<file path="config.mk">
export PLATFORM = sky130hd
export DESIGN_NAME = backlight_diag_readback
export DESIGN_NICKNAME = d
export VERILOG_FILES = /design/src/include/diag_pkg.sv /design/src/logic/sync2.sv /design/src/logic/backlight_diag_readback.sv
export VERILOG_INCLUDE_DIRS = /design/src /design/src/include
export SDC_FILE = /design/constraint.sdc
export NUM_CORES = 1
export LEC_CHECK = 0
export BUFFER_PORTS_ARGS = -buffer_cell sky130_fd_sc_hd__buf_2
export CAP_MARGIN = 10
export CORE_UTILIZATION = 58
export DETAILED_ROUTE_END_ITERATION = 10
export PLACE_DENSITY_LB_ADDON = 0.08
export SETUP_SLACK_MARGIN = 0.5
export SYNTH_ARGS = -nofsm -noshare
export SYNTH_HDL_FRONTEND = slang
export SYNTH_SLANG_ARGS = --single-unit
</file>
<file path="constraint.sdc">
create_clock -name core_clk -period 2.82 [get_ports core_clk]
set_clock_uncertainty 0.1 [all_clocks]
set_input_delay 0.564 -clock core_clk [delete_from_list [all_inputs] [get_ports core_clk]]
set_output_delay 0.564 -clock core_clk [all_outputs]
set_load 0.05 [all_outputs]
</file>
<file path="src/include/diag_consts.svh">
`ifndef DIAG_CONSTS_SVH
`define DIAG_CONSTS_SVH

// ---------------------------------------------------------------
// Register byte offsets (16-bit registers, low byte first)
// ---------------------------------------------------------------
`define BOOST_LEVEL_OFFSET      8'h1C
`define STRAP_DETECT_OFFSET     8'h1E

// ---------------------------------------------------------------
// Field positions
// ---------------------------------------------------------------
`define BOOST_CODE_MSB          10
`define BOOST_CODE_LSB          0
`define LED_PWM_RATE_MSB        14
`define LED_PWM_RATE_LSB        12
`define STRING_LAYOUT_MSB       10
`define STRING_LAYOUT_LSB       8
`define SWITCH_RATE_MSB         5
`define SWITCH_RATE_LSB         3
`define DIM_MODE_MSB            2
`define DIM_MODE_LSB            0
`define DIM_MODE_ADDR_BIT       2

// ---------------------------------------------------------------
// Reset values
// ---------------------------------------------------------------
`define BOOST_CODE_RESET        11'h000
`define STRAP_CODE_RESET        3'h0
`define BOOST_LEVEL_RESET       16'h0000
`define STRAP_DETECT_RESET      16'h0000

// ---------------------------------------------------------------
// Bus target addresses selected by the dimming strap
// ---------------------------------------------------------------
`define TARGET_ADDR_LOW_MODES   7'h2B
`define TARGET_ADDR_HIGH_MODES  7'h2A

// ---------------------------------------------------------------
// Serial framing
// ---------------------------------------------------------------
`define BITS_PER_BYTE           4'h8
`define LAST_TX_BIT             4'h7

`endif

</file>
<file path="src/include/diag_pkg.sv">
package diag_pkg;

   typedef enum logic [5:0] {
      ST_IDLE    = 6'b000001,
      ST_RX      = 6'b000010,
      ST_ACK_OUT = 6'b000100,
      ST_TX      = 6'b001000,
      ST_ACK_IN  = 6'b010000,
      ST_WAIT    = 6'b100000
   } serial_state_t;

   typedef enum logic [1:0] {
      PH_ADDR = 2'h0,
      PH_PTR  = 2'h1,
      PH_DATA = 2'h2
   } byte_phase_t;

   typedef enum logic [2:0] {
      PWM_152HZ   = 3'h0,
      PWM_305HZ   = 3'h1,
      PWM_610HZ   = 3'h2,
      PWM_1221HZ  = 3'h3,
      PWM_2441HZ  = 3'h4,
      PWM_4883HZ  = 3'h5,
      PWM_9766HZ  = 3'h6,
      PWM_19531HZ = 3'h7
   } led_pwm_rate_t;

   typedef enum logic [2:0] {
      LAYOUT_6_SEPARATE = 3'h0,
      LAYOUT_5_SEPARATE = 3'h1,
      LAYOUT_4_SEPARATE = 3'h2,
      LAYOUT_3_SEPARATE = 3'h3,
      LAYOUT_2_SEPARATE = 3'h4,
      LAYOUT_3_GROUPS   = 3'h5,
      LAYOUT_2_GROUPS   = 3'h6,
      LAYOUT_1_GROUP    = 3'h7
   } string_layout_t;

   typedef enum logic [2:0] {
      SW_100KHZ  = 3'h0,
      SW_200KHZ  = 3'h1,
      SW_303KHZ  = 3'h2,
      SW_400KHZ  = 3'h3,
      SW_500KHZ  = 3'h4,
      SW_1818KHZ = 3'h5,
      SW_2000KHZ = 3'h6,
      SW_2222KHZ = 3'h7
   } switch_rate_t;

   // Bit 2 of the code selects the bus address, bits 1:0 the dimming
   typedef enum logic [2:0] {
      DIM_PWM_ADDR_B      = 3'h0,
      DIM_HYBRID_ADDR_B   = 3'h1,
      DIM_CONST_ADDR_B    = 3'h2,
      DIM_DIRECT_ADDR_B   = 3'h3,
      DIM_PWM_ADDR_A      = 3'h4,
      DIM_HYBRID_ADDR_A   = 3'h5,
      DIM_CONST_ADDR_A    = 3'h6,
      DIM_DIRECT_ADDR_A   = 3'h7
   } dim_mode_t;

endpackage

</file>
<file path="src/logic/sync2.sv">
`timescale 1ns/1ns
`default_nettype none

module sync2 #(
   parameter int WIDTH = 1
) (
   input  wire logic             core_clk,  // System clock
   input  wire logic             rst,       // Async reset, high
   input  wire logic [WIDTH-1:0] async_in,  // Pin level
   output var  logic [WIDTH-1:0] sync_out   // Synchronised level
);

   logic [WIDTH-1:0] meta_reg;

   // Resets high: an idle bus line is high
   always_ff @(posedge core_clk or posedge rst) begin
      if (rst) begin
         meta_reg <= {WIDTH{1'b1}};
         sync_out <= {WIDTH{1'b1}};
      end else begin
         meta_reg <= async_in;
         sync_out <= meta_reg;
      end
   end

endmodule

`default_nettype wire

</file>
<file path="src/logic/backlight_diag_readback.sv">
`timescale 1ns/1ns
`default_nettype none
`include "diag_consts.svh"

// Overview of operation
// RULE1: Boost register bits 10:0 show loop code
// RULE2: Boost bits 15:11 read zero, writes ignored
// RULE3: Detection bits 14:12 give LED PWM rate
// RULE4: Detection bits 10:8 give string layout
// RULE5: Layout codes 5-7 mean grouped outputs
// RULE6: Detection bits 5:3 give switching rate
// RULE7: Detection bits 2:0 give dimming mode
// RULE8: Dimming code bit 2 picks bus address
// RULE9: Detection reserved bits read zero, reset zero
// RULE10: Reads never disturb sources or results
module backlight_diag_readback (
   input  wire logic                     core_clk,        // System clock
   input  wire logic                     rst,             // Async reset
   input  wire logic [10:0]              boost_code_in,   // Loop voltage code
   input  wire logic                     strap_done,      // Detect done pulse
   input  wire diag_pkg::led_pwm_rate_t  pwm_rate_strap,  // Detected PWM rate
   input  wire diag_pkg::string_layout_t string_layout_strap, // Layout
   input  wire diag_pkg::switch_rate_t   switch_rate_strap,   // Boost rate
   input  wire diag_pkg::dim_mode_t      dim_mode_strap,  // Dimming + addr
   input  wire logic                     scl_in,          // Bus clock pin
   input  wire logic                     sda_in,          // Bus data pin
   output logic                          sda_out,         // Data drive level
   output logic                          sda_oe,          // Data pull enable
   output logic [6:0]                    target_addr      // Answered address
);
   import diag_pkg::*;

   // ------------------------------------------------------------
   // Source capture
   // ------------------------------------------------------------
   logic [10:0]    boost_voltage_code_reg;
   led_pwm_rate_t  detected_led_pwm_rate_reg;
   string_layout_t detected_string_layout_reg;
   switch_rate_t   detected_switch_rate_reg;
   dim_mode_t      dim_mode_reg;

   // Only the sources update these; the bus side never writes them
   always_ff @(posedge core_clk or posedge rst) begin
      if (rst) begin
         boost_voltage_code_reg <= `BOOST_CODE_RESET;                 // RULE1
      end else begin
         boost_voltage_code_reg <= boost_code_in;                     // RULE10
      end
   end

   always_ff @(posedge core_clk or posedge rst) begin
      if (rst) begin
         detected_led_pwm_rate_reg  <= led_pwm_rate_t'(`STRAP_CODE_RESET);
         detected_string_layout_reg <= string_layout_t'(`STRAP_CODE_RESET);
         detected_switch_rate_reg   <= switch_rate_t'(`STRAP_CODE_RESET);
         dim_mode_reg               <= dim_mode_t'(`STRAP_CODE_RESET); // RULE9
      end else if (strap_done) begin
         detected_led_pwm_rate_reg  <= pwm_rate_strap;                // RULE3
         detected_string_layout_reg <= string_layout_strap;    // RULE4 RULE5
         detected_switch_rate_reg   <= switch_rate_strap;             // RULE6
         dim_mode_reg               <= dim_mode_strap;                // RULE7
      end
   end

   // ------------------------------------------------------------
   // Register images
   // ------------------------------------------------------------
   wire [15:0] boost_level_readback;
   wire [15:0] strap_detect_readback;

   assign boost_level_readback = {5'h00, boost_voltage_code_reg}; // RULE1 RULE2
   assign strap_detect_readback = {1'b0, detected_led_pwm_rate_reg,
                                   1'b0, detected_string_layout_reg,
                                   2'b00, detected_switch_rate_reg,
                                   dim_mode_reg};                     // RULE9

   // Until detection finishes the code is zero, so 0x2B is answered
   assign target_addr = dim_mode_reg[`DIM_MODE_ADDR_BIT] ?
                        `TARGET_ADDR_HIGH_MODES :
                        `TARGET_ADDR_LOW_MODES;                       // RULE8

   // ------------------------------------------------------------
   // Bus pin conditioning
   // ------------------------------------------------------------
   logic [1:0] pins_sync;
   logic       scl_d_reg;
   logic       sda_d_reg;

   sync2 #(.WIDTH(2)) u_pin_sync (
      .core_clk (core_clk),
      .rst      (rst),
      .async_in ({scl_in, sda_in}),
      .sync_out (pins_sync)
   );

   wire scl_s = pins_sync[1];
   wire sda_s = pins_sync[0];

   always_ff @(posedge core_clk or posedge rst) begin
      if (rst) begin
         scl_d_reg <= 1'b1;
         sda_d_reg <= 1'b1;
      end else begin
         scl_d_reg <= scl_s;
         sda_d_reg <= sda_s;
      end
   end

   wire scl_rise  = scl_s & ~scl_d_reg;
   wire scl_fall  = ~scl_s & scl_d_reg;
   wire bus_start = scl_s & scl_d_reg & sda_d_reg & ~sda_s;
   wire bus_stop  = scl_s & scl_d_reg & ~sda_d_reg & sda_s;

   // ------------------------------------------------------------
   // Read data selection
   // ------------------------------------------------------------
   logic [7:0] ptr_reg;
   logic [7:0] ptr_next;

   wire [6:0] ptr_word  = ptr_reg[7:1];
   wire [7:0] boost_ptr = `BOOST_LEVEL_OFFSET;
   wire [7:0] strap_ptr = `STRAP_DETECT_OFFSET;
   // Both bytes of a register share one word index
   wire       hit_boost = (ptr_word == boost_ptr[7:1]);
   wire       hit_strap = (ptr_word == strap_ptr[7:1]);
   wire [15:0] rd_word  = hit_boost ? boost_level_readback :
                          hit_strap ? strap_detect_readback : 16'h0000;
   // Unmapped offsets read as zero
   wire [7:0] rd_byte   = ptr_reg[0] ? rd_word[15:8] : rd_word[7:0];

   // ------------------------------------------------------------
   // Serial target engine
   // ------------------------------------------------------------
   serial_state_t state_reg;
   serial_state_t state_next;
   byte_phase_t   phase_reg;
   byte_phase_t   phase_next;
   logic [3:0]    bit_cnt_reg;
   logic [3:0]    bit_cnt_next;
   logic [7:0]    shift_reg;
   logic [7:0]    shift_next;
   logic          rw_reg;
   logic          rw_next;
   logic          nack_reg;
   logic          nack_next;
   logic          oe_reg;
   logic          oe_next;

   always_comb begin
      state_next   = state_reg;
      phase_next   = phase_reg;
      bit_cnt_next = bit_cnt_reg;
      shift_next   = shift_reg;
      rw_next      = rw_reg;
      nack_next    = nack_reg;
      oe_next      = oe_reg;
      ptr_next     = ptr_reg;
      if (bus_start) begin
         state_next   = ST_RX;
         phase_next   = PH_ADDR;
         bit_cnt_next = 4'h0;
         oe_next      = 1'b0;
      end else if (bus_stop) begin
         state_next = ST_IDLE;
         oe_next    = 1'b0;
      end else begin
         unique case (state_reg)
            ST_IDLE: begin
            end
            ST_RX: begin
               if (scl_rise && bit_cnt_reg != `BITS_PER_BYTE) begin
                  shift_next   = {shift_reg[6:0], sda_s};
                  bit_cnt_next = bit_cnt_reg + 4'h1;
               end else if (scl_fall && bit_cnt_reg == `BITS_PER_BYTE) begin
                  state_next = ST_ACK_OUT;
                  oe_next    = 1'b1;
                  unique case (phase_reg)
                     PH_ADDR: begin
                        rw_next = shift_reg[0];
                        if (shift_reg[7:1] != target_addr) begin // RULE8
                           state_next = ST_WAIT;
                           oe_next    = 1'b0;
                        end
                     end
                     PH_PTR:  ptr_next = shift_reg;
                     // Data bytes are acknowledged and dropped
                     PH_DATA: ptr_next = ptr_reg + 8'h01;          // RULE2
                     default: begin
                        state_next = ST_WAIT;
                        oe_next    = 1'b0;
                     end
                  endcase
               end
            end
            ST_ACK_OUT: begin
               if (scl_fall) begin
                  bit_cnt_next = 4'h0;
                  oe_next      = 1'b0;
                  state_next   = ST_RX;
                  if (phase_reg == PH_ADDR && rw_reg) begin
                     state_next = ST_TX;
                     shift_next = rd_byte;                          // RULE10
                     oe_next    = ~rd_byte[7];
                  end else if (phase_reg == PH_ADDR) begin
                     phase_next = PH_PTR;
                  end else begin
                     phase_next = PH_DATA;
                  end
               end
            end
            ST_TX: begin
               if (scl_fall) begin
                  bit_cnt_next = bit_cnt_reg + 4'h1;
                  if (bit_cnt_reg == `LAST_TX_BIT) begin
                     state_next = ST_ACK_IN;
                     oe_next    = 1'b0;
                     ptr_next   = ptr_reg + 8'h01;
                  end else begin
                     shift_next = {shift_reg[6:0], 1'b0};
                     oe_next    = ~shift_reg[6];
                  end
               end
            end
            ST_ACK_IN: begin
               if (scl_rise) begin
                  nack_next = sda_s;
               end else if (scl_fall) begin
                  if (nack_reg) begin
                     state_next = ST_WAIT;
                  end else begin
                     state_next   = ST_TX;
                     bit_cnt_next = 4'h0;
                     shift_next   = rd_byte;
                     oe_next      = ~rd_byte[7];
                  end
               end
            end
            ST_WAIT: begin
            end
            default: begin
               state_next = ST_IDLE;
               oe_next    = 1'b0;
            end
         endcase
      end
   end

   always_ff @(posedge core_clk or posedge rst) begin
      if (rst) begin
         state_reg   <= ST_IDLE;
         phase_reg   <= PH_ADDR;
         bit_cnt_reg <= 4'h0;
         shift_reg   <= 8'h00;
         rw_reg      <= 1'b0;
         nack_reg    <= 1'b0;
         oe_reg      <= 1'b0;
         ptr_reg     <= 8'h00;
      end else begin
         state_reg   <= state_next;
         phase_reg   <= phase_next;
         bit_cnt_reg <= bit_cnt_next;
         shift_reg   <= shift_next;
         rw_reg      <= rw_next;
         nack_reg    <= nack_next;
         oe_reg      <= oe_next;
         ptr_reg     <= ptr_next;
      end
   end

   // Open drain: only ever pulls low
   assign sda_out = 1'b0;
   assign sda_oe  = oe_reg;

endmodule

`default_nettype wire

</file>
Word-level counts from Yosys, hierarchy flattened
Cells that the tools add are included.
{ "totals": {"ff_bits": 60, "in_bits": 28, "output_inout_bits": 9, "elab_cells": 159} }
{ "op_classes": {"add_sub_neg": 2, "n_eq_ne": 43, "mux": 62, "bitwise_logic": 16, "reduce_logical": 19} }
{ "ops": {"columns": ["cell", "n"], "rows": [
  ["$mux W8", 13],
  ["$mux W6", 11],
  ["$mux W4", 9],
  ["$ne A4 B4 Y1 const B", 9],
  ["$pmux W8 S2", 2],
  ["$pmux W8 S4", 1],
  ["$reduce_and A8 Y1", 4],
  ["$mux W15", 2],
  ["$pmux W6 S5", 1],
  ["$ne A2 B2 Y1 const B", 13],
  ["$ne A3 B3 Y1 const B", 6],
  ["$pmux W4 S4", 1],
  ["$eq A7 B4 Y1 const B", 2],
  ["$mux W1", 13],
  ["$mux W2", 6],
  ["$pmux W6 S2", 1],
  ["$reduce_and A11 Y1", 1],
  ["$not A1 Y1", 9],
  ["$add A8 B1 Y8 const B", 1],
  ["$reduce_and A4 Y1", 2],
  ["$and A1 B1 Y1", 7],
  ["$ne A7 B6 Y1", 1],
  ["$eq A6 B1 Y1 const B", 1],
  ["$eq A6 B2 Y1 const B", 1],
  ["19 further kinds", 25]
]} }

Logic depth before layout (Yosys ltp)
Gate-level depths: netlist of the first run.
{ "depth": {"ltp_word": 11, "mapped_depth": 8, "ltp_nobuf": 7} }

Hierarchy
Synthesis of the first run repeated with hierarchy kept, for this count alone.
{ "unflattened": {"cells_unflattened": 333, "hier_area_um2": 3368.2} }
{ "modules_own_cells": {"columns": ["mod", "instances", "cells_per_inst", "area_each_um2", "seq_area_each_um2"], "rows": [
  ["backlight_diag_readback", 1, 328, 3259.4, 1405.1],
  ["sync2", 1, 5, 108.9, 105.1]
]} }

Least setup slack after synthesis of the first run
OpenSTA, ideal clock, no wires.
{ "synth_timing": {"path_type": "register -> register", "from": "reg u_pin_sync.sync_out[0]", "to": "reg shift_reg[0]", "setup_ns": 0.127, "arrival_time_ns": 1.922, "required_ns": 2.593, "slack_ns": 0.671, "path_stages_with_launch": 6, "synth_period_minus_slack_ns": 2.149, "cell_sequence": "dfstp_2 > xor2_1 > a311o_1 > nor2_1 > nor3b_4 > mux2_1"} }
{ "synth_via": {"elab_chain_cells": 4, "word_cells_on_any_way": 8, "classes_between": "2 x mux; 5 x bitwise; 1 x reduce/logical"} }
{ "synth_lines": {"columns": ["item", "line_no", "text"], "rows": [
  ["start: declaration", "sync2.sv:10", "output var logic [WIDTH-1:0] sync_out"],
  ["start signal: assignment", "sync2.sv:19", "sync_out <= {WIDTH{1'b1}};"],
  ["start signal: assignment", "sync2.sv:22", "sync_out <= meta_reg;"],
  ["$not A1 Y1", "backlight_diag_readback.sv:111", "wire bus_start = scl_s & scl_d_reg & sda_d_reg & ~sda_s;"],
  ["$and A1 B1 Y1", "backlight_diag_readback.sv:111", null],
  ["$not A1 Y1 (no source line)", null, null],
  ["$reduce_and A11 Y1 (no source line)", null, null],
  ["end signal: assignment", "backlight_diag_readback.sv:262", "shift_reg <= shift_next;"],
  ["end: declaration", "backlight_diag_readback.sv:140", "logic [7:0] shift_reg;"]
]} }
Parallel ways exist; a longest one is shown, timed or not. The select of a mux whose other input is x is not followed.
A chain may end at the register's enable or synchronous reset.

Worst setup path after layout of the first run
{ "layout_timing": {"from": "reg state_reg[4]", "to": "reg state_reg[5]"} }
{ "layout_via": {"elab_chain_cells": 5, "word_cells_on_any_way": 19, "classes_between": "14 x eq/ne; 3 x mux; 2 x reduce/logical"} }
{ "layout_lines": {"columns": ["item", "line_no", "text"], "rows": [
  ["start: declaration", "backlight_diag_readback.sv:134", "serial_state_t state_reg;"],
  ["start signal: assignment", "backlight_diag_readback.sv:259", "state_reg <= state_next;"],
  ["$eq A6 B6 Y1 / $eq A6 B1 Y1 (equally long branches)", "backlight_diag_readback.sv:167", "unique case (state_reg)"],
  ["$reduce_or A2 Y1 (no source line)", null, null],
  ["$pmux W6 S5", "backlight_diag_readback.sv:167", null],
  ["$mux W6", "backlight_diag_readback.sv:163", "end else if (bus_stop) begin"],
  ["$mux W6", "backlight_diag_readback.sv:158", "if (bus_start) begin"]
]} }
Parallel ways exist; a longest one is shown, timed or not.

==> key figures, run 1 <==
Power and ir drop
  – Pwr Density: 611 nW/um2
  – Peak supply drop: 0.599 mV
  – Design Power: 0.00237 W
  – Pleak: 1.72 nW

Routing
  – Vias post-DR: 2,713
  – DRT iter0 DRCs: 366
  – Antenna Nets Post-Route: 0
  – DR WL/cell: 17.1 um
  – DRC Markers: 0
  – Routed vias/inst: 6.21
  – Routed wire length: 7.46 mm
  – Pre-Repair DR Iteration Count: 5

Timing
  – Final Hold Fails: 0
  – Pins Over Slew Limit: 0
  – Final Setup Violations: 0
  – Period utilization: 81.3%
  – Fmax achieved: 436 MHz
  – RSZ-0062 raised after global routing: yes
  – Setup TNS: 0 ns
  – Clock period minus worst slack: 2.29 ns
  – Rel. slew slack: 61.9%
  – Worst-margin pin slew: 0.572 ns

Clock tree
  – Hold Buf Count CTS: 0
  – CTS clock-pin slew for the worst setup and hold paths: 0.07 ns
  – Clk sinks: 60
  – Clock Path Buffers: 2
  – Worst skew pair latency: 0.35 ns
  – H-Tree Depth: 3
  – Total CTS buffers: 9
  – CTS tree: built
  – Clock root buffer master: clkbuf_8

Global routing
  – Total global-route track usage: 27.5%
  – Total grt overflow: 0
  – First-pass GRT wire length: 12.5 mm
  – Largest net degree at the start of global routing: 24
  – Vias in the first global route: 2,488
  – Antenna violations before repair: 0

Logic synthesis
  – Number of synthesis warnings: 0
  – Cells after synthesis: 317
  – Post-synth EDFFs: 0
  – Yosys top cell area share: 40.2%
  – Yosys top cell by area: dfrtp_1
  – Syn Std Cell Area: 3300 um2
  – Synth top cells by count: dfrtp_1 (53), nand2_1 (29), o21ai_0 (17)
  – Main synth FF type: dfrtp_1
  – Top cells by area, synth: dfrtp_1 (40%), dfstp_2 (5.6%), mux2_1 (3.8%)
  – Sequential area share after synthesis: 45.8%
  – Count of different cell masters after synthesis: 59
  – Synth async-reset ratio: 100%
  – Count leader, synth: dfrtp_1
  – FF+latch count, synth: 60
  – Mapped Avg Cell Area: 10.4 um2

Setup path
  – Crit path DAT: 2.42 ns
  – Critical path fanouts, max: 8
  – Required @ worst endpoint: 2.95 ns
  – Startpoint types: flop
  – Crit Path Category: reg2reg
  – CP Capture Type: flop

Floorplan
  – Num rows: 27
  – Initial Util: 59.9%
  – Die area: 5990 um2
  – I/O pin count: 37
  – Core Box Area: 5510 um2
  – Die H: 77.4 um
  – DIE WIDTH: 77.4 um

Placed design
  – HPWL Detailed: 5.14 mm
  – IO buf count: 29
  – GP Congestion: 0.971

Min path
  – Hold Crit Class: in2async

Outcome
  – Status: finished clean

Final layout
  – Nets@finish: 395
  – Fraction of layout cells with a size suffix above 1: 27.9%
  – Area growth syn-to-layout: 17.3%
  – Ant diodes: 0
  – Largest register FFs: 11

Flow run
  – Max cap viols: 0
[where the power goes]
group	internal (W)	switching, W	leakage (nW)
clock	0.000593	0.000370	0.124
sequential	0.000920	0.0000456	0.747
combinational	0.000179	0.000258	0.846
total	0.00169	0.000674	1.72
[repair_timing]
item	in CTS	in global routing
setup endpoints to repair	16	11
setup buffers	1	7
gates resized for setup	3	9
pin swaps	0	7
hold endpoints to repair	0	0
[worst max-delay path: stages, from the launching register on]
cell and delay (ns):
dfrtp_1 0.48, nor2b_2 0.25, o211ai_1 0.44, o2111ai_4 0.24, o21ai_2 0.31, mux2_1 0.35
[stage by stage]
step / util (%) / cells / setup slack [ns] / area (um2) / hold WS, ns
final: 70.3 / 437 / 0.528 / 3870 / 0.103
after global placement: 63.7 / 413 / 0.483 / 3510 / 0.245
after global routing: 70.3 / 437 / 0.454 / 3870 / 0.137
after floorplan: - / 322 / 0.671 / 3320 / 0.245
after CTS: 68.7 / 430 / 0.511 / 3780 / 0.110
after detailed placement: 63.7 / 413 / 0.349 / 3510 / 0.247
[layer usage]
layer  GRT usage, %  share of wire, %  wire (um)  up-vias
li1               -                 -          -     1246
met5              0                 0          0        -
met2           39.5                44       3270      159
met1           41.2                46       3440     1281
met4           10.8               2.9        216        0
met3           5.18               7.2        535       27
[worst paths after layout]
check | startpoint | endpoint | slack [ns] | depth (start not counted)
worst max-delay path | state_reg[4]$_DFFE_PP0P_ | state_reg[5]$_DFFE_PP0P_ | 0.53 | 5
worst min-delay path | rst | nack_reg$_DFFE_PP0P_ | 0.10 | 2
worst max register to register | state_reg[4]$_DFFE_PP0P_ | state_reg[5]$_DFFE_PP0P_ | 0.53 | 5
worst min register to register | u_pin_sync.meta_reg[1]$_DFF_PP1_ | u_pin_sync.sync_out[1]$_DFF_PP1_ | 0.26 | 0
max in group asynchronous | rst | boost_voltage_code_reg[2]$_DFF_PP0_ | 1.89 | 3
min in group core_clk | boost_code_in[3] | boost_voltage_code_reg[3]$_DFF_PP0_ | 0.22 | 1
[final cells by class]
class	count	area, um2
well taps	72	90.1
fillers	401	1640
multi-input cells	234	1710
clock buffers	9	124
inverters	10	37.5
repair buffers	45	278
flip-flops and latches	60	1510
clock inverters	7	121
[cell usage in the layout (no fill, tap or decap), types with 3 or more instances in the layout]
cell type and count:
mux2_2 11, or3_1 5, and3_1 3, mux2i_1 5, dfrtp_1 50, mux2_1 11
nand3_1 15, o31ai_1 3, nand4b_1 3, buf_2 29, mux4_2 3, bufinv_16 3
ha_1 6, clkbuf_8 9, xor2_1 5, a31oi_1 8, nor2_1 15, a2bb2oi_1 5
a22o_1 3, nor3_1 13, dfstp_2 7, nor3b_1 3, nand2b_1 5, nand3b_1 4
inv_1 9, buf_4 15, a21oi_1 3, nand4_1 6, nand2_1 29, o211ai_1 5
nor4_1 3, conb_1 7, o21ai_0 17, dfrtp_2 3
[kinds of logic after synthesis]
group	Yosys count	share of synthesized area [%]
buffers and inverters	28	4.36
AOI/OAI and AO/OA	63	14.3
adders and majority gates	7	2.65
DFF	60	45.8
and+or+nand+nor	122	20.3
other	2	0.228
xor gates and xnor gates	5	1.33
muxes	30	11.1
(Power assumes the default switching activity.)
==> inputs of run 2 (changes only) <==
ABC_AREA = 1   (was not set)
CORE_UTILIZATION = 53   (was 58)
clock period = 2.1 ns   (was 2.82 ns; I/O delays follow)
==> key figures, run 2 <==
Logic synthesis
  – Synth top cells by count: nand2_1 (146), dfrtp_1 (53), nand3_1 (46) (was dfrtp_1 (53), nand2_1 (29), o21ai_0 (17))
  – Main synth FF type: dfrtp_1 (unchanged)
  – Number of synthesis warnings: 0 (unchanged)
  – FF+latch count, synth: 60 (unchanged)
  – Count of different cell masters after synthesis: 40 (was 59)
  – Count leader, synth: nand2_1 (was dfrtp_1)
  – Yosys top cell by area: dfrtp_1 (unchanged)
  – Mapped Avg Cell Area: 7.83 um2 (was 10.4 um2)
  – Synth async-reset ratio: 100% (unchanged)
  – Cells after synthesis: 448 (was 317)
  – Syn Std Cell Area: 3510 um2 (was 3300 um2)
  – Post-synth EDFFs: 0 (unchanged)
  – Sequential area share after synthesis: 43.0% (was 45.8%)
  – Yosys top cell area share: 37.8% (was 40.2%)
  – Top cells by area, synth: dfrtp_1 (38%), nand2_1 (16%), nand3_1 (6.6%) (was dfrtp_1 (40%), dfstp_2 (5.6%), mux2_1 (3.8%))

Timing
  – Period utilization: 86.0% (was 81.3%)
  – Setup TNS: 0 ns (unchanged)
  – Clock period minus worst slack: 1.81 ns (was 2.29 ns)
  – Fmax achieved: 554 MHz (was 436 MHz)
  – Final Hold Fails: 0 (unchanged)
  – Pins Over Slew Limit: 0 (unchanged)
  – Final Setup Violations: 0 (unchanged)
  – RSZ-0062 raised after global routing: yes (unchanged)

Floorplan
  – Die area: 6950 um2 (was 5990 um2)
  – Initial Util: 55.0% (was 59.9%)
  – I/O pin count: 37 (unchanged)
  – Num rows: 29 (was 27)
  – Core Box Area: 6390 um2 (was 5510 um2)
  – Die H: 83.4 um (was 77.4 um)
  – DIE WIDTH: 83.4 um (was 77.4 um)

Setup path
  – R2r setup slk: 0.29 ns (was 0.53 ns)
  – Worst R2R Start: bit_cnt_reg[1]$_DFFE_PP0P_ (was state_reg[4]$_DFFE_PP0P_)
  – Critical path fanouts, max: 5 (was 8)
  – CP Capture Type: flop (unchanged)
  – Crit path DAT: 1.94 ns (was 2.42 ns)
  – Startpoint types: flop (unchanged)
  – Crit Path Category: reg2reg (unchanged)
  – R2r endpoint: state_reg[5]$_DFFE_PP0P_ (unchanged)
  – Required @ worst endpoint: 2.23 ns (was 2.95 ns)
  – R2R depth: 11 (was 5)

Placed design
  – IO buf count: 29 (unchanged)
  – GP Congestion: 0.912 (was 0.971)
  – HPWL Detailed: 5.64 mm (was 5.14 mm)

Clock tree
  – CTS tree: built (unchanged)
  – H-Tree Depth: 3 (unchanged)
  – Total CTS buffers: 9 (unchanged)
  – Worst skew pair latency: 0.34 ns (was 0.35 ns)
  – Clock Path Buffers: 2 (unchanged)
  – CTS clock-pin slew for the worst setup and hold paths: 0.07 ns (about the same)
  – Hold Buf Count CTS: 0 (unchanged)
  – Clock root buffer master: clkbuf_8 (unchanged)
  – Clk sinks: 60 (unchanged)

Global routing
  – Total grt overflow: 0 (unchanged)
  – First-pass GRT wire length: 14.1 mm (was 12.5 mm)
  – Vias in the first global route: 3,055 (was 2,488)
  – Antenna violations before repair: 0 (unchanged)
  – Largest net degree at the start of global routing: 61 (was 24)
  – Total global-route track usage: 25.8% (was 27.5%)

Routing
  – DRC Markers: 0 (unchanged)
  – Pre-Repair DR Iteration Count: 5 (unchanged)
  – DR top layer: met4 (unchanged)
  – DR WL/cell: 14.5 um (was 17.1 um)
  – DR WL met2: 4.10 mm (was 3.27 mm)
  – Routed wire length: 8.72 mm (was 7.46 mm)
  – Antenna Nets Post-Route: 0 (unchanged)
  – Vias post-DR: 3,257 (was 2,713)
  – M1 WL: 4.04 mm (was 3.44 mm)
  – DRT iter0 DRCs: 208 (was 366)
  – Met3 routed WL: 382 um (was 535 um)
  – Routed vias/inst: 5.41 (was 6.21)

Final layout
  – Most common cell after layout, fill and taps aside: nand2_1 (was dfrtp_1)
  – Nets@finish: 555 (was 395)
  – Largest register FFs: 11 (unchanged)
  – Fraction of layout cells with a size suffix above 1: 38.7% (was 27.9%)
  – Commonest cells after routing, fill and taps aside: nand2_1 (119), dfrtp_1 (49), nand3_1 (40) (was dfrtp_1 (50), nand2_1 (29), buf_2 (29))
  – Area growth syn-to-layout: 32.5% (was 17.3%)
  – Ant diodes: 0 (unchanged)

Flow run
  – Max cap viols: 0 (unchanged)

Min path
  – Hold Crit Class: in2async (unchanged)

Power and ir drop
  – Pwr Density: 882 nW/um2 (was 611 nW/um2)
  – Peak supply drop: 0.626 mV (was 0.599 mV)
  – Design Power: 0.00410 W (was 0.00237 W)
  – Pleak: 2.28 nW (was 1.72 nW)

Outcome
  – Status: finished clean (unchanged)
==> run 2: changes by cell type after synthesis, moves of 7 or more <==
cell / previous run / this run
nor3_1: 13 / 1
mux2_1: 11 / 0
nor2_1: 16 / 25
a31oi_1: 8 / 1
nand2_1: 29 / 146
inv_1: 10 / 38
nand2_2: 0 / 10
nor2_2: 1 / 9
nand3_1: 16 / 46
==> run 2: where the power goes <==
part	internal [W]	switching [W]
Combinational	0.000502	0.000755
Clock	0.000820	0.000472
Sequential	0.00134	0.000211
==> run 2: timing repair <==
item | 4_1_cts | 5_1_grt
pin swaps | 25 | 31
buffers inserted | 27 | 8
gates resized for setup | 43 | 61
gates cloned | 0 | 1
setup endpoints to repair | 30 | 31
==> run 2: kinds of logic after synthesis <==
logic type | after synthesis | synth area share, %
other cells | 2 | 0.214
compound gates | 37 | 5.99
mux | 10 | 3.14
buf+inv | 59 | 7.52
xor+xnor | 4 | 0.998
flops | 60 | 43.0
fa+ha+maj | 7 | 2.50
simple gates | 269 | 36.6
==> run 2: area by class of cell <==
class	count	area, um2
fillers	475	1740
flip-flops and latches	60	1520
multi-input cells	335	2100
well taps	77	96.3
clock buffers	10	138
clock inverters	6	111
inverters	46	189
repair buffers	68	499
==> run 2: per-stage QoR <==
| stage | setup WS [ns] | utilization, % | hold WS (ns) | instance area [um2] | cells |
|---|---|---|---|---|---|
| after floorplan | 0.457 | - | 0.245 | 3540 | 453 |
| after global placement | 0.223 | 58.5 | 0.249 | 3740 | 550 |
| after detailed placement | 0.215 | 58.5 | 0.247 | 3740 | 550 |
| after CTS | 0.314 | 68.0 | 0.0607 | 4340 | 593 |
| after global routing | 0.179 | 72.8 | 0.0533 | 4650 | 602 |
| final | 0.295 | 72.8 | 0.0454 | 4650 | 602 |
==> run 2: layer usage <==
metal  up-vias  GRT usage (%)
li1       1578              -
met1      1555           35.6
met2       104           40.5
met3        20           4.08
met4         0           10.8
met5         -              0
==> run 2: worst max-delay path, cell delays in order (launching register included) <==
cell and delay, ns:
dfrtp_1 0.41, inv_1 0.08, ha_2 0.18, nand2_2 0.06
nor2_4 0.12, nand2_2 0.08, nand2_4 0.10, o21ai_4 0.09
o21ai_4 0.25, nand2_4 0.11, nand2_2 0.08, nand2_1 0.04
==> run 2: worst max path at each step <==
stage,from,to,slack [ns],depth (start not counted)
2_1_floorplan,bit_cnt_reg[0]$_DFFE_PP0P_,state_reg[5]$_DFFE_PP0P_,0.46,11
3_3_place_gp,scl_d_reg$_DFF_PP1_,state_reg[5]$_DFFE_PP0P_,0.22,9
3_5_place_dp,bit_cnt_reg[0]$_DFFE_PP0P_,state_reg[3]$_DFFE_PP0P_,0.22,11
4_1_cts,ptr_reg[0]$_DFFE_PP0P_,ptr_reg[6]$_DFFE_PP0P_,0.31,8
5_1_grt,u_pin_sync.sync_out[1]$_DFF_PP1_,state_reg[5]$_DFFE_PP0P_,0.18,10
6_report,bit_cnt_reg[1]$_DFFE_PP0P_,state_reg[5]$_DFFE_PP0P_,0.29,11
==> inputs of run 3 (changes only) <==
ABC_AREA = 0   (was 1)
==> key figures, run 3 (synthesis results as in run 1) <==
Outcome
  – Status: complete, but fails checks (was finished clean)
  – Failing checks: setup timing

Floorplan
  – Core Box Area: 5960 um2 (was 6390 um2)
  – Initial Util: 55.4% (was 55.0%)
  – DIE WIDTH: 80.9 um (was 83.4 um)
  – Num rows: 28 (was 29)
  – Die H: 80.9 um (was 83.4 um)
  – I/O pin count: 37 (unchanged)
  – Die area: 6540 um2 (was 6950 um2)

Timing
  – Final Setup Violations: 7 (was 0)
  – Pins Over Slew Limit: 0 (unchanged)
  – Clock period minus worst slack: 2.16 ns (was 1.81 ns)
  – Post-route setup slack: -0.0557 ns (was 0.295 ns)
  – Period utilization: 103% (was 86.0%)
  – Fmax achieved: 464 MHz (was 554 MHz)
  – RSZ-0062 raised after global routing: yes (unchanged)
  – Setup TNS: -0.109 ns (was 0 ns)
  – Final Hold Fails: 0 (unchanged)

Clock tree
  – Clock root buffer master: clkbuf_8 (unchanged)
  – Clk sinks: 60 (unchanged)
  – H-Tree Depth: 3 (unchanged)
  – CTS clock-pin slew for the worst setup and hold paths: 0.07 ns (about the same)
  – Clock Path Buffers: 2 (unchanged)
  – CTS tree: built (unchanged)
  – Total CTS buffers: 9 (unchanged)
  – Worst skew pair latency: 0.34 ns (about the same)

Final layout
  – Most common cell after layout, fill and taps aside: buf_4 (was nand2_1)
  – Final instance area: 4470 um2 (was 4650 um2)
  – Commonest cells after routing, fill and taps aside: buf_4 (58), dfrtp_1 (50), buf_2 (29) (was nand2_1 (119), dfrtp_1 (49), nand3_1 (40))
  – Area growth syn-to-layout: 35.4% (was 32.5%)
  – Largest register FFs: 11 (unchanged)
  – Fraction of layout cells with a size suffix above 1: 46.2% (was 38.7%)
  – Nets@finish: 450 (was 555)
  – Ant diodes: 0 (unchanged)

Setup path
  – R2r setup slk: -0.06 ns (was 0.29 ns)
  – Required @ worst endpoint: 2.23 ns (about the same)
  – Startpoint types: flop (unchanged)
  – Critical path fanouts, max: 4 (was 5)
  – Slowest CP cell: or4b_4 (was dfrtp_1)
  – R2R depth: 5 (was 11)
  – Crit Path Category: reg2reg (unchanged)
  – CP Capture Type: flop (unchanged)
  – Critical Path, Cell by Cell: or4b_4 -> or2_4 -> o2111ai_4 -> o21ai_4 -> mux2_4 (was inv_1 -> ha_2 -> nand2_2 -> nor2_4 -> nand2_2 -> nand2_4 -> o21ai_4 -> o21ai_4 -> nand2_4 -> nand2_2 -> nand2_1)
  – R2r endpoint: state_reg[5]$_DFFE_PP0P_ (unchanged)
  – Crit path DAT: 2.29 ns (was 1.94 ns)
  – Worst R2R Start: state_reg[2]$_DFFE_PP0P_ (was bit_cnt_reg[1]$_DFFE_PP0P_)
  – Peak per-stage delay on the critical path: 0.56 ns (was 0.41 ns)

Min path
  – Hold Crit Class: in2reg (was in2async)
  – WHS Endpoint: u_pin_sync.meta_reg[1]$_DFF_PP1_
  – Hold Startpoint: scl_in
  – Hold Path Stages: 1

Global routing
  – Total global-route track usage: 28.8% (was 25.8%)
  – Antenna violations before repair: 0 (unchanged)
  – Total grt overflow: 0 (unchanged)
  – Vias in the first global route: 2,848 (was 3,055)
  – Largest net degree at the start of global routing: 26 (was 61)
  – First-pass GRT wire length: 13.9 mm (was 14.1 mm)

Power and ir drop
  – Peak supply drop: 0.548 mV (was 0.626 mV)
  – Pleak: 2.02 nW (was 2.28 nW)
  – Pwr Density: 708 nW/um2 (was 882 nW/um2)

Routing
  – DRC Markers: 0 (unchanged)
  – DRT iter0 DRCs: 165 (was 208)
  – Vias post-DR: 2,884 (was 3,257)
  – Antenna Nets Post-Route: 0 (unchanged)
  – DR WL/cell: 17.3 um (was 14.5 um)
  – Routed wire length: 8.58 mm (was 8.72 mm)
  – Pre-Repair DR Iteration Count: 4 (was 5)
  – Routed vias/inst: 5.83 (was 5.41)

Placed design
  – GP Congestion: 0.925 (was 0.912)
  – HPWL Detailed: 6.08 mm (was 5.64 mm)
  – IO buf count: 29 (unchanged)
  – Placed Area: 3940 um2 (was 3740 um2)

Flow run
  – Max cap viols: 0 (unchanged)
run 3: cell types whose count changed in the layout (fill, tap and decap cells not counted), sizes merged, moves of 5 or more:
| cell | before | now |
|---|---|---|
| nor3 | 4 | 14 |
| buf | 68 | 99 |
| o21ai | 27 | 19 |
| nand2b | 0 | 5 |
| mux2 | 8 | 22 |
| nor2 | 40 | 17 |
| or3 | 0 | 5 |
| a31oi | 1 | 8 |
| a2bb2oi | 0 | 6 |
| nand2 | 160 | 29 |
| nand3 | 50 | 16 |
| nand4 | 11 | 6 |
| inv | 44 | 10 |
run 3: area by class of cell:
type | count | area [um2]
Fill cell | 411 | 1490
Sequential cell | 60 | 1510
Multi-Input combinational cell | 234 | 1880
Tap cell | 75 | 93.8
Inverter | 10 | 41.3
Timing Repair Buffer | 100 | 734
Clock inverter | 7 | 75.1
Clock buffer | 9 | 124
run 3: metrics by stage:
stage / cells / power, W / util [%] / hold WS [ns] / worst slack [ns]
after floorplan: 322 / 0.00174 / - / 0.245 / 0.0176
after global placement: 462 / 0.00198 / 66.2 / 0.246 / -0.0234
after detailed placement: 462 / 0.00201 / 66.2 / 0.247 / -0.115
after CTS: 488 / 0.00312 / 73.2 / 0.0604 / -0.0250
after global routing: 495 / 0.00332 / 75.0 / 0.0541 / -0.101
final: 495 / 0.00316 / 75.0 / 0.0732 / -0.0557
run 3: repair_timing:
action	CTS	global route
endpoints found under the hold margin	3	0
hold buffers	1	0
setup buffers	8	6
pin swaps	10	5
resized for setup	39	17
gates cloned	1	1
setup endpoints to repair	32	32
run 3: critical path: cells and delay by family (launching register included):
kind             cells  cell delay (ns)
multiplexers         1             0.31
flip-flops           1             0.42
AO/OA/AOI/OAI        2             0.35
AND/OR/NAND/NOR      2             0.85
run 3: report_power, final:
part	switching, W	total [W]	internal, W	leakage, nW
combinational	0.000459	0.000828	0.000369	1.17
clock	0.000499	0.00105	0.000553	0.104
sequential	0.0000470	0.00128	0.00123	0.747
run 3: metal layers:
layer	up-vias	global-route usage, %	share of wire [%]
met5	-	0	0
met2	86	45.3	47
met1	1424	38.8	46
met4	0	12.1	2.1
li1	1356	-	-
met3	18	5.51	4.6
run 3: how the worst max path moves through the flow:
stage	start	to	slack, ns	cells past startpoint
after floorplan	state_reg[5]$_DFFE_PP0P_	state_reg[5]$_DFFE_PP0P_	0.02	5
after global placement	state_reg[2]$_DFFE_PP0P_	ptr_reg[6]$_DFFE_PP0P_	-0.02	6
after detailed placement	bit_cnt_reg[1]$_DFFE_PP0P_	shift_reg[6]$_DFFE_PP0P_	-0.11	7
after CTS	state_reg[2]$_DFFE_PP0P_	shift_reg[6]$_DFFE_PP0P_	-0.03	6
after global routing	state_reg[1]$_DFFE_PP0P_	ptr_reg[3]$_DFFE_PP0P_	-0.10	9
final	state_reg[2]$_DFFE_PP0P_	state_reg[5]$_DFFE_PP0P_	-0.06	5
